File: src/hw/asm_pkg.sv
// Purpose: shared types and constants of the auto shutdown monitor
// Assumes: 25 MHz clock, millisecond tick from a free-running timebase
// Notes:   temperatures are whole degC, supply readings are mV
package asm_pkg;
	// clock period in ns
	localparam int CLK_NS = 40;

	// temperature limits, degC
	localparam logic signed [7:0] T_HI2_ON  = 8'sh61;  // +97
	localparam logic signed [7:0] T_HI2_OFF = 8'sh60;  // +96
	localparam logic signed [7:0] T_HI1_ON  = 8'sh56;  // +86
	localparam logic signed [7:0] T_HI1_OFF = 8'sh55;  // +85
	localparam logic signed [7:0] T_LO1_ON  = -8'sh1F; // -31
	localparam logic signed [7:0] T_LO1_OFF = -8'sh1E; // -30
	localparam logic signed [7:0] T_LO2_ON  = -8'sh2A; // -42
	localparam logic signed [7:0] T_LO2_OFF = -8'sh28; // -40

	// signed alert level
	typedef logic signed [2:0] asm_level_t;
	localparam asm_level_t LVL_P2 = 3'sh2;
	localparam asm_level_t LVL_P1 = 3'sh1;
	localparam asm_level_t LVL_Z  = 3'sh0;
	localparam asm_level_t LVL_N1 = -3'sh1;
	localparam asm_level_t LVL_N2 = -3'sh2;

	// guard period after start-up
	localparam int GUARD_MIN = 2;
	localparam int GUARD_MS  = GUARD_MIN * 60 * 1000;

	// paging cycle figures
	localparam int         GSM_FRAME_NS  = 4615000;
	localparam int         GSM_FRAME_CYC = GSM_FRAME_NS / CLK_NS;
	localparam int         GSM_FRAMES    = 51;
	localparam int         FRAME10_MS    = 10;
	localparam int         FRAME10_CYC   = FRAME10_MS * 1000000 / CLK_NS;
	localparam logic [8:0] GSM_DRX_MIN   = 9'h002;
	localparam logic [8:0] GSM_DRX_MAX   = 9'h009;
	localparam logic [8:0] WC_DRX_MIN    = 9'h006;
	localparam logic [8:0] WC_DRX_MAX    = 9'h009;
	localparam logic [8:0] LTE_DRX_MIN   = 9'h020;
	localparam logic [8:0] LTE_DRX_MAX   = 9'h100;
	// paging reception window, least time so rounded up
	localparam int         PAGE_RX_US    = 1000;
	localparam int         PAGE_RX_CYC   = (PAGE_RX_US * 1000 + CLK_NS - 1) / CLK_NS;

	// supply limits, mV
	localparam logic [12:0] VMAX_MV      = 13'h1068;
	localparam logic [12:0] OV_MARGIN_MV = 13'h0064;
	localparam logic [12:0] OV_TRIP_MV   = VMAX_MV + OV_MARGIN_MV;
	localparam logic [12:0] OV_BAND_MV   = 13'h0032;
	localparam logic [12:0] UV_MV        = 13'h0CE4;
	localparam int          UV_REPEAT_MS = 1000;
	localparam int          UV_ALERTS    = 3;

	// radio access mode
	typedef enum logic [1:0] {ASM_RAT_NONE, ASM_RAT_GSM, ASM_RAT_WCDMA, ASM_RAT_LTE} asm_rat_t;
	// supply alert kinds
	typedef enum logic [1:0] {ASM_SUP_UV, ASM_SUP_OV_WARN, ASM_SUP_OV_SHUT} asm_sup_kind_t;
	// shutdown causes
	typedef enum logic [1:0] {ASM_CAUSE_NONE, ASM_CAUSE_TEMP, ASM_CAUSE_UV, ASM_CAUSE_OV} asm_cause_t;
	// top-level states
	typedef enum logic {ASM_ST_RUN, ASM_ST_DOWN} asm_state_t;

	// alert messages
	typedef struct packed {
		logic       valid;
		asm_level_t level;
	} asm_temp_alert_t;
	typedef struct packed {
		logic          valid;
		asm_sup_kind_t kind;
	} asm_sup_alert_t;
endpackage : asm_pkg

File: src/hw/asm_auto_shutdown.sv
// Purpose: thermal and supply supervision with orderly shutdown request
// Assumes: ms_tick_i pulses once per millisecond; power-on reset on arst_n_i
// Notes:   shutdown_req_o starts the power-down sequence kept elsewhere
`timescale 1ns/1ps
module asm_auto_shutdown #(
	parameter int GUARD_MS      = asm_pkg::GUARD_MS,
	parameter int GSM_FRAME_CYC = asm_pkg::GSM_FRAME_CYC,
	parameter int FRAME10_CYC   = asm_pkg::FRAME10_CYC,
	parameter int PAGE_RX_CYC   = asm_pkg::PAGE_RX_CYC,
	parameter int UV_REPEAT_MS  = asm_pkg::UV_REPEAT_MS,
	parameter int UV_ALERTS     = asm_pkg::UV_ALERTS
) (
	// clock, reset, timebase
	input  wire logic              clk_i,
	input  wire logic              arst_n_i,
	input  wire logic              ms_tick_i,
	// thermal sense resistor reading
	input  wire logic signed [7:0] temp_i,
	input  wire logic              temp_valid_i,
	// main supply rail reading
	input  wire logic [12:0]       supply_mv_i,
	input  wire logic              supply_valid_i,
	// call and network state
	input  wire logic              ecall_active_i,
	input  asm_pkg::asm_rat_t      rat_i,
	input  wire logic [8:0]        drx_i,
	// alert messages
	output asm_pkg::asm_temp_alert_t board_temp_alert_o,
	output asm_pkg::asm_sup_alert_t  supply_condition_alert_o,
	// shutdown and status
	output logic                   shutdown_req_o,
	output asm_pkg::asm_cause_t    shutdown_cause_o,
	output logic                   defer_o,
	output logic                   guard_active_o,
	output asm_pkg::asm_level_t    temp_level_o,
	// power saving
	output logic                   page_rx_o,
	output logic                   sleep_o
);
	localparam int GW = $clog2(GUARD_MS + 1);

	asm_pkg::asm_level_t level;          // current temperature level
	logic                level_chg;      // level moved this cycle
	logic                temp_crit;      // level 2 or -2

	// guard timer
	logic [GW-1:0] guard_q, guard_d;
	logic          guard_run;
	logic          defer;

	// supply tracking
	logic          uv, ov_trip, ov_near;
	logic [15:0]   uv_rep_q, uv_rep_d;   // ms to next repeat
	logic [3:0]    uv_num_q, uv_num_d;   // alerts sent so far
	logic          ovw_done_q, ovw_done_d;
	logic          ovs_done_q, ovs_done_d;
	asm_pkg::asm_sup_alert_t  sup_q, sup_d;
	asm_pkg::asm_temp_alert_t tmp_q, tmp_d;

	// shutdown control
	asm_pkg::asm_state_t state_q, state_d;
	logic                req_q, req_d;
	asm_pkg::asm_cause_t cause_q, cause_d;
	logic                defer_q;
	logic                temp_go, uv_go, ov_go;

	asm_temp_level u_level (
		.clk_i        (clk_i),
		.arst_n_i     (arst_n_i),
		.temp_i       (temp_i),
		.temp_valid_i (temp_valid_i),
		.level_o      (level),
		.change_o     (level_chg)
	);

	asm_paging #(
		.GSM_FRAME_CYC (GSM_FRAME_CYC),
		.FRAME10_CYC   (FRAME10_CYC),
		.PAGE_RX_CYC   (PAGE_RX_CYC)
	) u_paging (
		.clk_i     (clk_i),
		.arst_n_i  (arst_n_i),
		.rat_i     (rat_i),
		.drx_i     (drx_i),
		.page_rx_o (page_rx_o),
		.sleep_o   (sleep_o)
	);

	assign temp_crit = (level == asm_pkg::LVL_P2) || (level == asm_pkg::LVL_N2);

	// guard counts up from reset and stops at its end
	always_comb
	begin
		guard_d = guard_q;
		if (guard_run && ms_tick_i)
			guard_d = guard_q + GW'(1);
	end
	assign guard_run = (guard_q != GW'(GUARD_MS));
	// only the call extends; other traffic does not
	assign defer = guard_run || ecall_active_i;

	// temperature alert: sent even while deferred
	always_comb
	begin
		tmp_d.level = level;
		tmp_d.valid = level_chg && (temp_crit || guard_run);
	end

	// supply comparators, no user enable involved
	assign uv      = supply_valid_i && (supply_mv_i < asm_pkg::UV_MV);
	assign ov_trip = supply_valid_i && (supply_mv_i > asm_pkg::OV_TRIP_MV);
	assign ov_near = supply_valid_i && !ov_trip &&
			(supply_mv_i > asm_pkg::OV_TRIP_MV - asm_pkg::OV_BAND_MV);

	// one supply alert per cycle; losers retry next cycle
	always_comb
	begin
		sup_d      = '0;
		sup_d.kind = asm_pkg::ASM_SUP_UV;
		uv_rep_d   = uv_rep_q;
		uv_num_d   = uv_num_q;
		ovw_done_d = ovw_done_q;
		ovs_done_d = ovs_done_q;
		// repeat timer only runs while undervoltage persists
		if (!uv)
		begin
			uv_rep_d = '0;
			uv_num_d = '0;
		end
		else if (uv_rep_q != '0 && ms_tick_i)
			uv_rep_d = uv_rep_q - 16'h0001;
		if (ov_trip && !ovs_done_q)
		begin
			sup_d.valid = 1'b1;
			sup_d.kind  = asm_pkg::ASM_SUP_OV_SHUT;
			ovs_done_d  = 1'b1;
		end
		else if (uv && uv_rep_q == '0 && uv_num_q != 4'(UV_ALERTS))
		begin
			sup_d.valid = 1'b1;
			sup_d.kind  = asm_pkg::ASM_SUP_UV;
			uv_num_d    = uv_num_q + 4'h1;
			uv_rep_d    = 16'(UV_REPEAT_MS);
		end
		else if (ov_near && !ovw_done_q)
		begin
			sup_d.valid = 1'b1;
			sup_d.kind  = asm_pkg::ASM_SUP_OV_WARN;
			ovw_done_d  = 1'b1;
		end
	end

	assign temp_go = temp_crit && !defer && !level_chg;
	assign uv_go   = uv && uv_num_q == 4'(UV_ALERTS) && uv_rep_q == '0;
	assign ov_go   = ovs_done_q;

	// one request per power cycle, overvoltage first
	always_comb
	begin
		state_d = state_q;
		req_d   = 1'b0;
		cause_d = cause_q;
		unique case (state_q)
			asm_pkg::ASM_ST_RUN:
			begin
				if (ov_go || temp_go || uv_go)
				begin
					state_d = asm_pkg::ASM_ST_DOWN;
					req_d   = 1'b1;
					if (ov_go)
						cause_d = asm_pkg::ASM_CAUSE_OV;
					else if (temp_go)
						cause_d = asm_pkg::ASM_CAUSE_TEMP;
					else
						cause_d = asm_pkg::ASM_CAUSE_UV;
				end
			end
			// power-down underway, only reset leaves
			asm_pkg::ASM_ST_DOWN: state_d = asm_pkg::ASM_ST_DOWN;
		endcase
	end

	// all registers of the block
	always_ff @(posedge clk_i or negedge arst_n_i)
	begin
		if (!arst_n_i)
		begin
			guard_q    <= '0;
			tmp_q      <= '0;
			sup_q      <= '0;
			uv_rep_q   <= '0;
			uv_num_q   <= '0;
			ovw_done_q <= 1'b0;
			ovs_done_q <= 1'b0;
			state_q    <= asm_pkg::ASM_ST_RUN;
			req_q      <= 1'b0;
			cause_q    <= asm_pkg::ASM_CAUSE_NONE;
			defer_q    <= 1'b1;
		end
		else
		begin
			guard_q    <= guard_d;
			tmp_q      <= tmp_d;
			sup_q      <= sup_d;
			uv_rep_q   <= uv_rep_d;
			uv_num_q   <= uv_num_d;
			ovw_done_q <= ovw_done_d;
			ovs_done_q <= ovs_done_d;
			state_q    <= state_d;
			req_q      <= req_d;
			cause_q    <= cause_d;
			defer_q    <= defer;
		end
	end

	assign board_temp_alert_o       = tmp_q;
	assign supply_condition_alert_o = sup_q;
	assign shutdown_req_o           = req_q;
	assign shutdown_cause_o         = cause_q;
	assign defer_o                  = defer_q;
	assign guard_active_o           = guard_run;
	assign temp_level_o             = level;
endmodule : asm_auto_shutdown

File: src/hw/asm_temp_level.sv
// Purpose: board temperature to signed alert level with hysteresis
// Assumes: one sample per temp_valid_i
// Notes:   level holds between a limit and its release point
`timescale 1ns/1ps
module asm_temp_level (
	// clock and reset
	input  wire logic              clk_i,
	input  wire logic              arst_n_i,
	// temperature sample
	input  wire logic signed [7:0] temp_i,
	input  wire logic              temp_valid_i,
	// level out
	output asm_pkg::asm_level_t    level_o,
	output logic                   change_o
);
	asm_pkg::asm_level_t level_q, level_d; // current level
	logic                chg_q, chg_d;     // one-cycle change flag

	// next level, only limit crossings move it
	always_comb
	begin
		level_d = level_q;
		if (temp_valid_i)
		begin
			unique case (level_q)
				asm_pkg::LVL_P2: if (temp_i <= asm_pkg::T_HI2_OFF) level_d = asm_pkg::LVL_P1;
				asm_pkg::LVL_P1:
				begin
					if (temp_i >= asm_pkg::T_HI2_ON) level_d = asm_pkg::LVL_P2;
					else if (temp_i <= asm_pkg::T_HI1_OFF) level_d = asm_pkg::LVL_Z;
				end
				asm_pkg::LVL_Z:
				begin
					if (temp_i >= asm_pkg::T_HI2_ON) level_d = asm_pkg::LVL_P2;
					else if (temp_i >= asm_pkg::T_HI1_ON) level_d = asm_pkg::LVL_P1;
					else if (temp_i <= asm_pkg::T_LO2_ON) level_d = asm_pkg::LVL_N2;
					else if (temp_i <= asm_pkg::T_LO1_ON) level_d = asm_pkg::LVL_N1;
				end
				asm_pkg::LVL_N1:
				begin
					if (temp_i <= asm_pkg::T_LO2_ON) level_d = asm_pkg::LVL_N2;
					else if (temp_i >= asm_pkg::T_LO1_OFF) level_d = asm_pkg::LVL_Z;
				end
				asm_pkg::LVL_N2: if (temp_i >= asm_pkg::T_LO2_OFF) level_d = asm_pkg::LVL_N1;
				// codes 3, -3, -4 cannot occur; recover to normal
				default: level_d = asm_pkg::LVL_Z;
			endcase
		end
		chg_d = (level_d != level_q);
	end

	// level register
	always_ff @(posedge clk_i or negedge arst_n_i)
	begin
		if (!arst_n_i)
		begin
			level_q <= asm_pkg::LVL_Z;
			chg_q   <= 1'b0;
		end
		else
		begin
			level_q <= level_d;
			chg_q   <= chg_d;
		end
	end

	assign level_o  = level_q;
	assign change_o = chg_q;
endmodule : asm_temp_level

File: src/hw/asm_paging.sv
// Purpose: paging cycle timer and sleep scheduling
// Assumes: rat_i and drx_i set by the protocol stack
// Notes:   invalid drx keeps the device awake
`timescale 1ns/1ps
module asm_paging #(
	parameter int GSM_FRAME_CYC = asm_pkg::GSM_FRAME_CYC,
	parameter int FRAME10_CYC   = asm_pkg::FRAME10_CYC,
	parameter int PAGE_RX_CYC   = asm_pkg::PAGE_RX_CYC,
	parameter int CW            = 28
) (
	// clock and reset
	input  wire logic             clk_i,
	input  wire logic             arst_n_i,
	// network setting
	input  asm_pkg::asm_rat_t     rat_i,
	input  wire logic [8:0]       drx_i,
	// schedule
	output logic                  page_rx_o,
	output logic                  sleep_o
);
	logic [CW-1:0] period;             // paging cycle in clocks
	logic [CW-1:0] phase_q, phase_d;   // position in cycle
	logic          rx_q, rx_d;
	logic          sleep_q, sleep_d;

	// cycle length per access mode
	always_comb
	begin
		period = '0;
		unique case (rat_i)
			asm_pkg::ASM_RAT_GSM:
				if (drx_i >= asm_pkg::GSM_DRX_MIN && drx_i <= asm_pkg::GSM_DRX_MAX)
					period = CW'(32'(drx_i) * asm_pkg::GSM_FRAMES * GSM_FRAME_CYC);
			asm_pkg::ASM_RAT_WCDMA:
				if (drx_i >= asm_pkg::WC_DRX_MIN && drx_i <= asm_pkg::WC_DRX_MAX)
					period = CW'(FRAME10_CYC) << drx_i[3:0];
			asm_pkg::ASM_RAT_LTE:
				if (drx_i >= asm_pkg::LTE_DRX_MIN && drx_i <= asm_pkg::LTE_DRX_MAX && $onehot(drx_i))
					period = CW'(32'(drx_i) * FRAME10_CYC);
			asm_pkg::ASM_RAT_NONE: period = '0;
		endcase
	end

	// phase counter; a shortened cycle wraps at once
	always_comb
	begin
		phase_d = phase_q + CW'(1);
		if (period == '0 || phase_q >= period - CW'(1))
			phase_d = '0;
		rx_d    = (period != '0) && (phase_d < CW'(PAGE_RX_CYC));
		sleep_d = (period != '0) && !rx_d;
	end

	always_ff @(posedge clk_i or negedge arst_n_i)
	begin
		if (!arst_n_i)
		begin
			phase_q <= '0;
			rx_q    <= 1'b0;
			sleep_q <= 1'b0;
		end
		else
		begin
			phase_q <= phase_d;
			rx_q    <= rx_d;
			sleep_q <= sleep_d;
		end
	end

	assign page_rx_o = rx_q;
	assign sleep_o   = sleep_q;
endmodule : asm_paging

File: config.mk
export PLATFORM = sky130hd
export DESIGN_NAME = asm_auto_shutdown
export DESIGN_NICKNAME = d
export VERILOG_FILES = /design/src/hw/asm_pkg.sv /design/src/hw/asm_auto_shutdown.sv /design/src/hw/asm_temp_level.sv /design/src/hw/asm_paging.sv
export SDC_FILE = /design/constraint.sdc
export NUM_CORES = 1
export LEC_CHECK = 0
export BUFFER_PORTS_ARGS = -buffer_cell sky130_fd_sc_hd__buf_2
export CORE_UTILIZATION = 40
export DETAILED_ROUTE_END_ITERATION = 16
export SLEW_MARGIN = 20
export SYNTH_ARGS = -nofsm -noshare
export SYNTH_HDL_FRONTEND = slang
export SYNTH_SLANG_ARGS = --single-unit
File: constraint.sdc
create_clock -name clk_i -period 3.8 [get_ports clk_i]
set_clock_uncertainty 0.2 [all_clocks]
set_input_delay 0.76 -clock clk_i [delete_from_list [all_inputs] [get_ports clk_i]]
set_output_delay 0.76 -clock clk_i [all_outputs]
set_load 0.005 [all_outputs]
==> Yosys cells after proc, flatten, opt, wreduce, memory -nomap -nowiden <==
Index checks and enable logic that the tools add are counted.
{ "classes": {"n_addsub": 13, "n_mul": 3, "order_cmp": 18, "n_eq_ne": 14, "n_shift": 1, "mux": 32, "bitwise": 3, "reduce_logical": 41} }
{ "ops": {"columns": ["cell", "count"], "rows": [
  ["28-bit one-hot mux with 4 select lines", 1],
  ["28-bit 2-to-1 mux", 3],
  ["16-bit 2-to-1 mux", 4],
  ["3-bit 2-to-1 mux", 14],
  ["28-bit by 1-bit adder with 28-bit output (second input constant)", 1],
  ["28-bit >= comparator", 1],
  ["28-bit logical NOT", 1],
  ["28-bit by 15-bit less-than comparator with 1-bit output (second input constant)", 1],
  ["15-bit by 17-bit multiplier with 28-bit output (second input constant)", 1],
  ["28-bit nonzero test", 1],
  ["18-bit by 4-bit left shift with 28-bit output (first input constant)", 1],
  ["28-bit by 1-bit subtractor with 28-bit output (second input constant)", 1],
  ["27-bit 2-to-1 mux", 1],
  ["13-bit greater-than comparator (second input constant)", 2],
  ["9-bit by 14-bit multiplier with 23-bit output (second input constant)", 1],
  ["1-bit logical AND", 21],
  ["17-bit by 1-bit adder with 17-bit output (second input constant)", 1],
  ["17-bit != test (second input constant)", 1],
  ["8-bit >= comparator (second input constant)", 2],
  ["8-bit less-or-equal comparator (second input constant)", 2],
  ["16-bit logical NOT", 1],
  ["16-bit nonzero test", 1],
  ["16-bit by 1-bit subtractor with 16-bit output (second input constant)", 1],
  ["9-bit by 6-bit multiplier with 15-bit output (second input constant)", 1],
  ["35 further kinds", 60]
]} }
{ "word_totals": {"regBits": 85, "input_bits": 38, "out_inout_bits": 17, "elab_cells": 143} }

==> Longest topological paths before layout <==
Gate-level depths: netlist (run 1).
{ "depth": {"ltp_word": 16, "depth_mapped": 50, "depth_no_buf": 47} }

==> Modules after synthesis <==
A second synthesis (run 1) with hierarchy kept.
{ "unflattened": {"cells_unflattened": 1590, "hier_area_um2": 14168.6} }
{ "modules_own_cells": {"columns": ["mod", "instances", "cells_each", "area_per_inst_um2", "seq_area_each_um2"], "rows": [
  ["asm_paging", 1, 1292, 11207.0, 750.7],
  ["asm_auto_shutdown", 1, 252, 2580.0, 1277.5],
  ["asm_temp_level", 1, 46, 381.6, 100.1]
]} }

==> Worst setup path before layout (run 1) <==
Ideal clock, no wire load.
{ "synth_path": {"path_kind": "input -> register", "startpoint": "input port drx_i[2]", "endpoint": "register u_paging.phase_q[8]", "setup_ns": 0.070, "arrival_time_ns": 11.582, "t_required_ns": 3.530, "slack_ns": -8.052, "cell_stages": 45, "path_buffers": 3, "path_cell_list": "inv_1 clkbuf_1 ha_1 xnor2_1 inv_1 ha_1 or2_2 fa_1 ha_1 nand2_1 o211ai_1 a31oi_1 o21bai_1 a21oi_1 xnor2_1 ha_1 xnor2_1 fa_1 [... 9 more ...] nand2_1 a31oi_1 xnor2_1 o221ai_1 a2111oi_0 nand2_1 or4_1 xor2_1 ha_1 nand4_1 nor2_1 a211oi_1 o211ai_1 o211a_1 a211oi_1 o31ai_4 buf_6 nor2_2"} }
{ "synth_between": {"elab_chain_cells": 12, "elab_cells_between_ends": 27, "classes_between": "add/sub (5); mul (3); order compare (6); eq/ne (1); shift (1); mux (5); reduce/logical (6)"} }
{ "synth_rtl": {"columns": ["element", "line_no", "text"], "rows": [
  ["start: declaration", "asm_auto_shutdown.sv:26", "input wire logic [8:0] drx_i,"],
  ["branches (longest 7 deep; another with 15-bit by 17-bit multiplier with 28-bit output)", null, null],
  ["28-bit one-hot mux with 4 select lines (*)", "asm_paging.sv:30", "unique case (rat_i)"],
  ["28-bit by 1-bit subtractor with 28-bit output", "asm_paging.sv:48", "if (period == '0 || phase_q >= period - CW'(1))"],
  ["28-bit >= comparator", "asm_paging.sv:48", null],
  ["1-bit logical OR (*)", "asm_paging.sv:48", null],
  ["28-bit 2-to-1 mux (*)", "asm_paging.sv:48", null],
  ["named net u_paging.phase_d[8]", "asm_paging.sv:22", "logic [CW-1:0] phase_q, phase_d;"],
  ["end signal: assignment", "asm_paging.sv:64", "phase_q <= phase_d;"],
  ["end: declaration", "asm_paging.sv:22", null]
]} }
Mark *: on every way through the listed nets, which the timed path passes.
A chain may end at the register's enable or synchronous reset.

==> Worst setup path after layout (run 1) <==
{ "layout_path": {"startpoint": "input port drx_i[1]", "endpoint": "register u_paging.phase_q[8]"} }
The elaborated chain is that of the path after synthesis.

==> flow_summary.yaml, run 1 <==
layout:
  drive_gt1_share_pct: 28.5
  finalInstanceArea_sq_um: 18700
  num_antenna_cells: 0
  layout_commonest_cell: "buf_4"
  synthToLayoutAreaGrowth_pct: 32.6
  final_nets: 2388
  fin_cells: 2448
  layout_common_cells: "buf_4 (360), ha_1 (235), inv_1 (213), fa_1 (108), nand2_1 (103)"
routing:
  dr.pass1.iters: 7
  drt-initial-drc-count: 642
  viasPerCell: 5.19
  drcViolationCount: 0
  wl_mm: 39.0
  routed-via-count: 12700
  wire_per_inst_um: 15.9
  ant_nets: 0
placed_design:
  dp.cells: 2409
  place_hpwl_mm: 32.9
  gp_congestion: 0.963
  portBuffers: 54
  dpl_cell_area_sq_um: 17700
clocking:
  cts_max_path_buffers: 2
  clkSinkCount: 85
  cts_tree: "done"
  clkTransAtPathRegs_ns: 0.07
  numCtsBuffers: 9
  ctsRootBufferMaster: "clkbuf_16"
  htreeDepth: 3
  cts.hold.buffers_added: 0
  clkLatencyLatePin_ns: 0.34
timing:
  fmax_mhz: 94.1
  min_period_ns: 10.63
  drv_slew: 0
  final_hold_viol_count: 0
  slew_headroom_pct: 43.2
  layout_worst_path_cycle_share_pct: 280
  finalSetupViolations: 30
  fin_ws_ns: -6.83
  worstMarginPinSlew_ns: 0.852
  grt_setup_unrepaired: "true"
synthesis:
  synth_seq_cells: 85
  ys_warn_count: 0
  synthCells: 1590
  synth_edf_count: 0
  synth.largest_area_cell: "ha_1"
  synth_fp_nets: 1990
  synth_top_area_share_pct: 22.5
  synthFlopType: "dfrtp_1"
  syn_area_sq_um: 14100
  yosys-top-cells-area: "ha_1 (22%), fa_1 (15%), dfrtp_1 (15%), inv_1 (5.9%), xnor2_1 (5.5%)"
  avgSynthCellArea_sq_um: 8.86
  ys_async_sr_fraction_pct: 100
  netlist-cell-type-count: 93
  yosysSeqAreaShare_pct: 15.1
critical_path:
  crit_buf_inv: 8
  cp-start-kind: "input pin"
  required_ns: 3.87
  path_common_cell: "fa_1"
  cp_max_fo: 7
  arrival_ns: 10.70
  critical_path_class: "in2reg"
  crit_family: "adder cells"
  end_kind: "flop"
  crit_slowest_cell: "fa_1"
  crit_path_max_incr_delay_ns: 0.52
die:
  initial_utilization_pct: 40.7
  die_h_um: 190
  die_area_sq_um: 36000
  io_pins: 55
  core_area_sq_um: 34600
  row_count: 68
  die_x_um: 190
worst_hold_path:
  hp-class: "reg2reg"
outcome:
  status: "complete, but fails checks"
  violations: "negative setup slack"
global_routing:
  gr-total-overflow: 0
  grt_usage_pct: 22.4
  grt_pass1_vias: 12900
  grt_max_degree: 65
  antenna_found_initial: 1
  grt_pass1_wl_mm: 64.9
job:
  cap_violations: 0
[repair_timing]
action / 4_1_cts / 5_1_grt
gates cloned: 3 / 0
setup endpoints to repair: 30 / 30
setup buffers: 15 / 6
resized for setup: 64 / 25
pin swaps: 20 / 16
endpoints found under the hold margin: 0 / 0
[routing by layer]
layer	vias up	GRT usage, %	wire, um
met5	-	0	0
met4	0	3.57	479
met3	38	2.80	1200
met2	200	39.1	19200
met1	6164	30.1	18100
li1	6296	-	-
[synthesized netlist by cell type (13+ instances only)]
cell        n
nand2b_1   15
nand2_1   104
ha_1      253
nor4_1     13
a211oi_1   18
nor2_1    102
xor2_1     45
xnor2_1    88
a21o_1     27
o211ai_1   19
o21ai_0    56
and3_1     16
dfrtp_1    84
clkbuf_1   21
nand3_1    33
a21oi_1    69
nor2_2     20
nand4_1    20
fa_1      109
a31oi_1    16
nor2b_1    18
nor3_1     38
inv_1     222
[area by class of cell]
cell class              instances  area [sq um]
fillers                      3157         16000
multi-input cells            1250         11700
repair buffers                420          3140
flip-flops and latches         85          2130
inverters                     222           853
well taps                     455           569
clock buffers                   9           225
clock inverters                 7          60.1
[state kept, by name (all words and copies together), names as in the netlist]
signal                    cells
u_level.level_o               3
ovw_done_q                    1
state_q                       1
guard_q                      17
ov_go                         1
u_paging.page_rx_o            1
shutdown_cause_o              2
uv_rep_q                     16
u_paging.phase_q             28
defer_o                       1
uv_num_q                      4
shutdown_req_o                1
u_paging.sleep_o              1
supply_condition_alert_o      3
board_temp_alert_o            4
u_level.change_o              1
[metrics by stage]
step                      hold WS (ns)  setup WS [ns]  util [%]  TNS (ns)
final                            0.266          -6.83      53.9   -204.27
after global routing             0.293          -7.25      53.9   -216.64
after CTS                        0.275          -6.69      53.5   -200.21
after detailed placement         0.253          -7.31      51.2   -218.59
after global placement           0.253          -7.10      51.2   -212.78
after floorplan                  0.170          -6.69         -   -199.26
[worst register-to-register path, stage by stage (launching register included)]
cell and delay, ns:
dfrtp_1 0.42, or4_1 0.59, or3_1 0.39, nor3_1 0.23, nand4_1 0.17, nor2_1 0.27, nand2_1 0.30, nand2_1 0.41
mux2i_1 0.13
[kinds of logic (layout without fill, tap and decap cells)]
logic type	after synthesis	after routing	share of synthesized area, %
simple gates	430	430	15.4
fa+ha+maj	362	362	38.0
compound gates	315	315	15.4
buf+inv	255	658	7.10
xor+xnor	133	133	8.27
flops	85	85	15.1
mux	10	10	0.720
[path summary, 6_finish.rpt]
path,from,end,cells after the start,slack (ns)
worst min-delay path,guard_q[16],guard_q[16],1,0.27
worst min register to register,guard_q[16],guard_q[16],1,0.27
max in group asynchronous,arst_n_i,ov_go,2,2.35
worst max register to register,uv_rep_q[7],uv_num_q[0],8,0.55
min in group asynchronous,arst_n_i,u_paging.phase_q[22],1,0.30
worst max-delay path,drx_i[1],u_paging.phase_q[8],50,-6.83
Power of run 1 is left out: the tool's default activity adds up to more than one toggle a clock period on the data nets, which glitch-free logic cannot reach.
==> inputs of run 2 (changes only) <==
==> constraint.sdc (replaced) <==
create_clock -name clk_i -period 9.7 [get_ports clk_i]
set_clock_uncertainty 0.2 [all_clocks]
set_input_delay 1.94 -clock clk_i [delete_from_list [all_inputs] [get_ports clk_i]]
set_output_delay 1.94 -clock clk_i [all_outputs]
set_load 0.005 [all_outputs]
==> flow_summary.yaml, run 2 (synthesis results as in run 1) <==
timing:
  worstMarginPinSlew_ns: 0.969
  drv_slew: 0
  grt_setup_unrepaired: "true"
  fin_ws_ns: -2.11
  final_hold_viol_count: 0
  min_period_ns: 11.81
  fmax_mhz: 84.6
  finalSetupViolations: 30
  slew_headroom_pct: 35.4
  whs_ns: 0.259
  layout_worst_path_cycle_share_pct: 122
layout:
  largest_reg_flops: 28
  finalInstanceArea_sq_um: 17800
  utilization_pct: 51.3
  layout_commonest_cell: "buf_4"
  largest_register: "u_paging.phase_q"
  regArea_sq_um: 2130
  drive_gt1_share_pct: 24.2
  nFillCells: 3225
  synthToLayoutAreaGrowth_pct: 26.2
  reg_top3: "u_paging.phase_q x28, guard_q x17, uv_rep_q x16"
  final_nets: 2272
  multi_input_area_sq_um: 11600
  num_antenna_cells: 0
  layout_common_cells: "buf_4 (246), ha_1 (233), inv_1 (208), fa_1 (106), nand2_1 (102)"
critical_path:
  crit_path_max_incr_delay_ns: 0.54
  cp-start-kind: "input pin"
  required_ns: 9.77
  cp_max_fo: 5
  critical_path_class: "in2reg"
  end_kind: "flop"
  path_common_cell: "ha_4"
  arrival_ns: 11.89
  crit_slowest_cell: "fa_2"
  r2r_setup_slack_ns: 6.17
routing:
  routed-via-count: 12200
  drcViolationCount: 0
  dr.pass1.iters: 7
  ant_nets: 0
  wl_mm: 36.8
  viasPerCell: 5.21
  drt-initial-drc-count: 658
  wire_per_inst_um: 15.8
clocking:
  numCtsBuffers: 9
  htreeDepth: 3
  ctsRootBufferMaster: "clkbuf_16"
  cts_tree: "done"
  clkLatencyLatePin_ns: 0.34
  clkTransAtPathRegs_ns: 0.07
  cts_max_path_buffers: 2
  clkSinkCount: 85
die:
  die_x_um: 190
  core_area_sq_um: 34600
  die_area_sq_um: 36000
  io_pins: 55
  row_count: 68
  initial_utilization_pct: 40.7
  die_h_um: 190
global_routing:
  grt_pass1_vias: 12300
  grt_max_degree: 77
  grt_usage_pct: 20.9
  gr-total-overflow: 0
  grt_pass1_wl_mm: 60.7
  antenna_found_initial: 0
placed_design:
  place_hpwl_mm: 30.8
  gp_congestion: 0.938
  place_ws_ns: -2.56
  portBuffers: 54
  dpl_cell_area_sq_um: 16900
job:
  cap_violations: 0
outcome:
  status: "complete, but fails checks"
  violations: "negative setup slack"
worst_hold_path:
  hp-class: "reg2reg"
run 2: changes by cell type in the layout (fill, tap and decap cells not counted), sizes merged:
cell,previous run,this run
clkinv,3,1
buf,419,303
bufinv,0,1
clkinvlp,4,3
inv,222,224
run 2: worst max-delay path: cells and delay by family:
| kind | cells | cell delay, ns |
|---|---|---|
| adders and majority gates | 12 | 4.68 |
| AOI/OAI and AO/OA | 15 | 2.67 |
| xor gates and xnor gates | 4 | 0.64 |
| and+or+nand+nor | 9 | 1.28 |
| buffers and inverters | 7 | 0.65 |
run 2: timing repair:
item,4_1_cts,5_1_grt
gates cloned,2,1
endpoints found under the hold margin,0,0
resized for setup,42,44
hold buffers,0,0
pin swaps,10,9
buffers inserted,13,6
setup endpoints to repair,30,30
run 2: layout make-up:
| cell class | instances | area share (%) |
|---|---|---|
| Multi-Input combinational cell | 1250 | 65.4 |
| Timing Repair Buffer | 304 | 12.8 |
| Sequential cell | 85 | 12.0 |
| Inverter | 222 | 4.81 |
| Tap cell | 455 | 3.20 |
| Clock buffer | 9 | 1.27 |
| Clock inverter | 7 | 0.514 |
run 2: worst paths after layout:
| path | from | end | cells after the start |
|---|---|---|---|
| min in group asynchronous | arst_n_i | u_paging.phase_q[26] | 1 |
| max reg2reg | u_paging.phase_q[0] | u_paging.sleep_o | 11 |
| min reg2reg | guard_q[16] | guard_q[16] | 1 |
| max in group asynchronous | arst_n_i | shutdown_req_o | 2 |
| max | drx_i[1] | u_paging.phase_q[3] | 47 |
| min | guard_q[16] | guard_q[16] | 1 |
run 2: metal layers:
layer  wire (um)  GRT usage (%)
met5           0              0
met1       17100           28.1
met3        1280           2.77
met2       17700           35.5
met4         693           4.96
run 2: metrics by stage:
| stage | std cells | setup TNS [ns] |
|---|---|---|
| detailed placement | 2294 | -75.12 |
| floorplan | 1590 | -57.66 |
| global placement | 2294 | -68.81 |
| CTS | 2325 | -61.57 |
| global route | 2332 | -73.98 |
| finish | 2332 | -62.55 |
Power of run 2 is left out for the same reason.
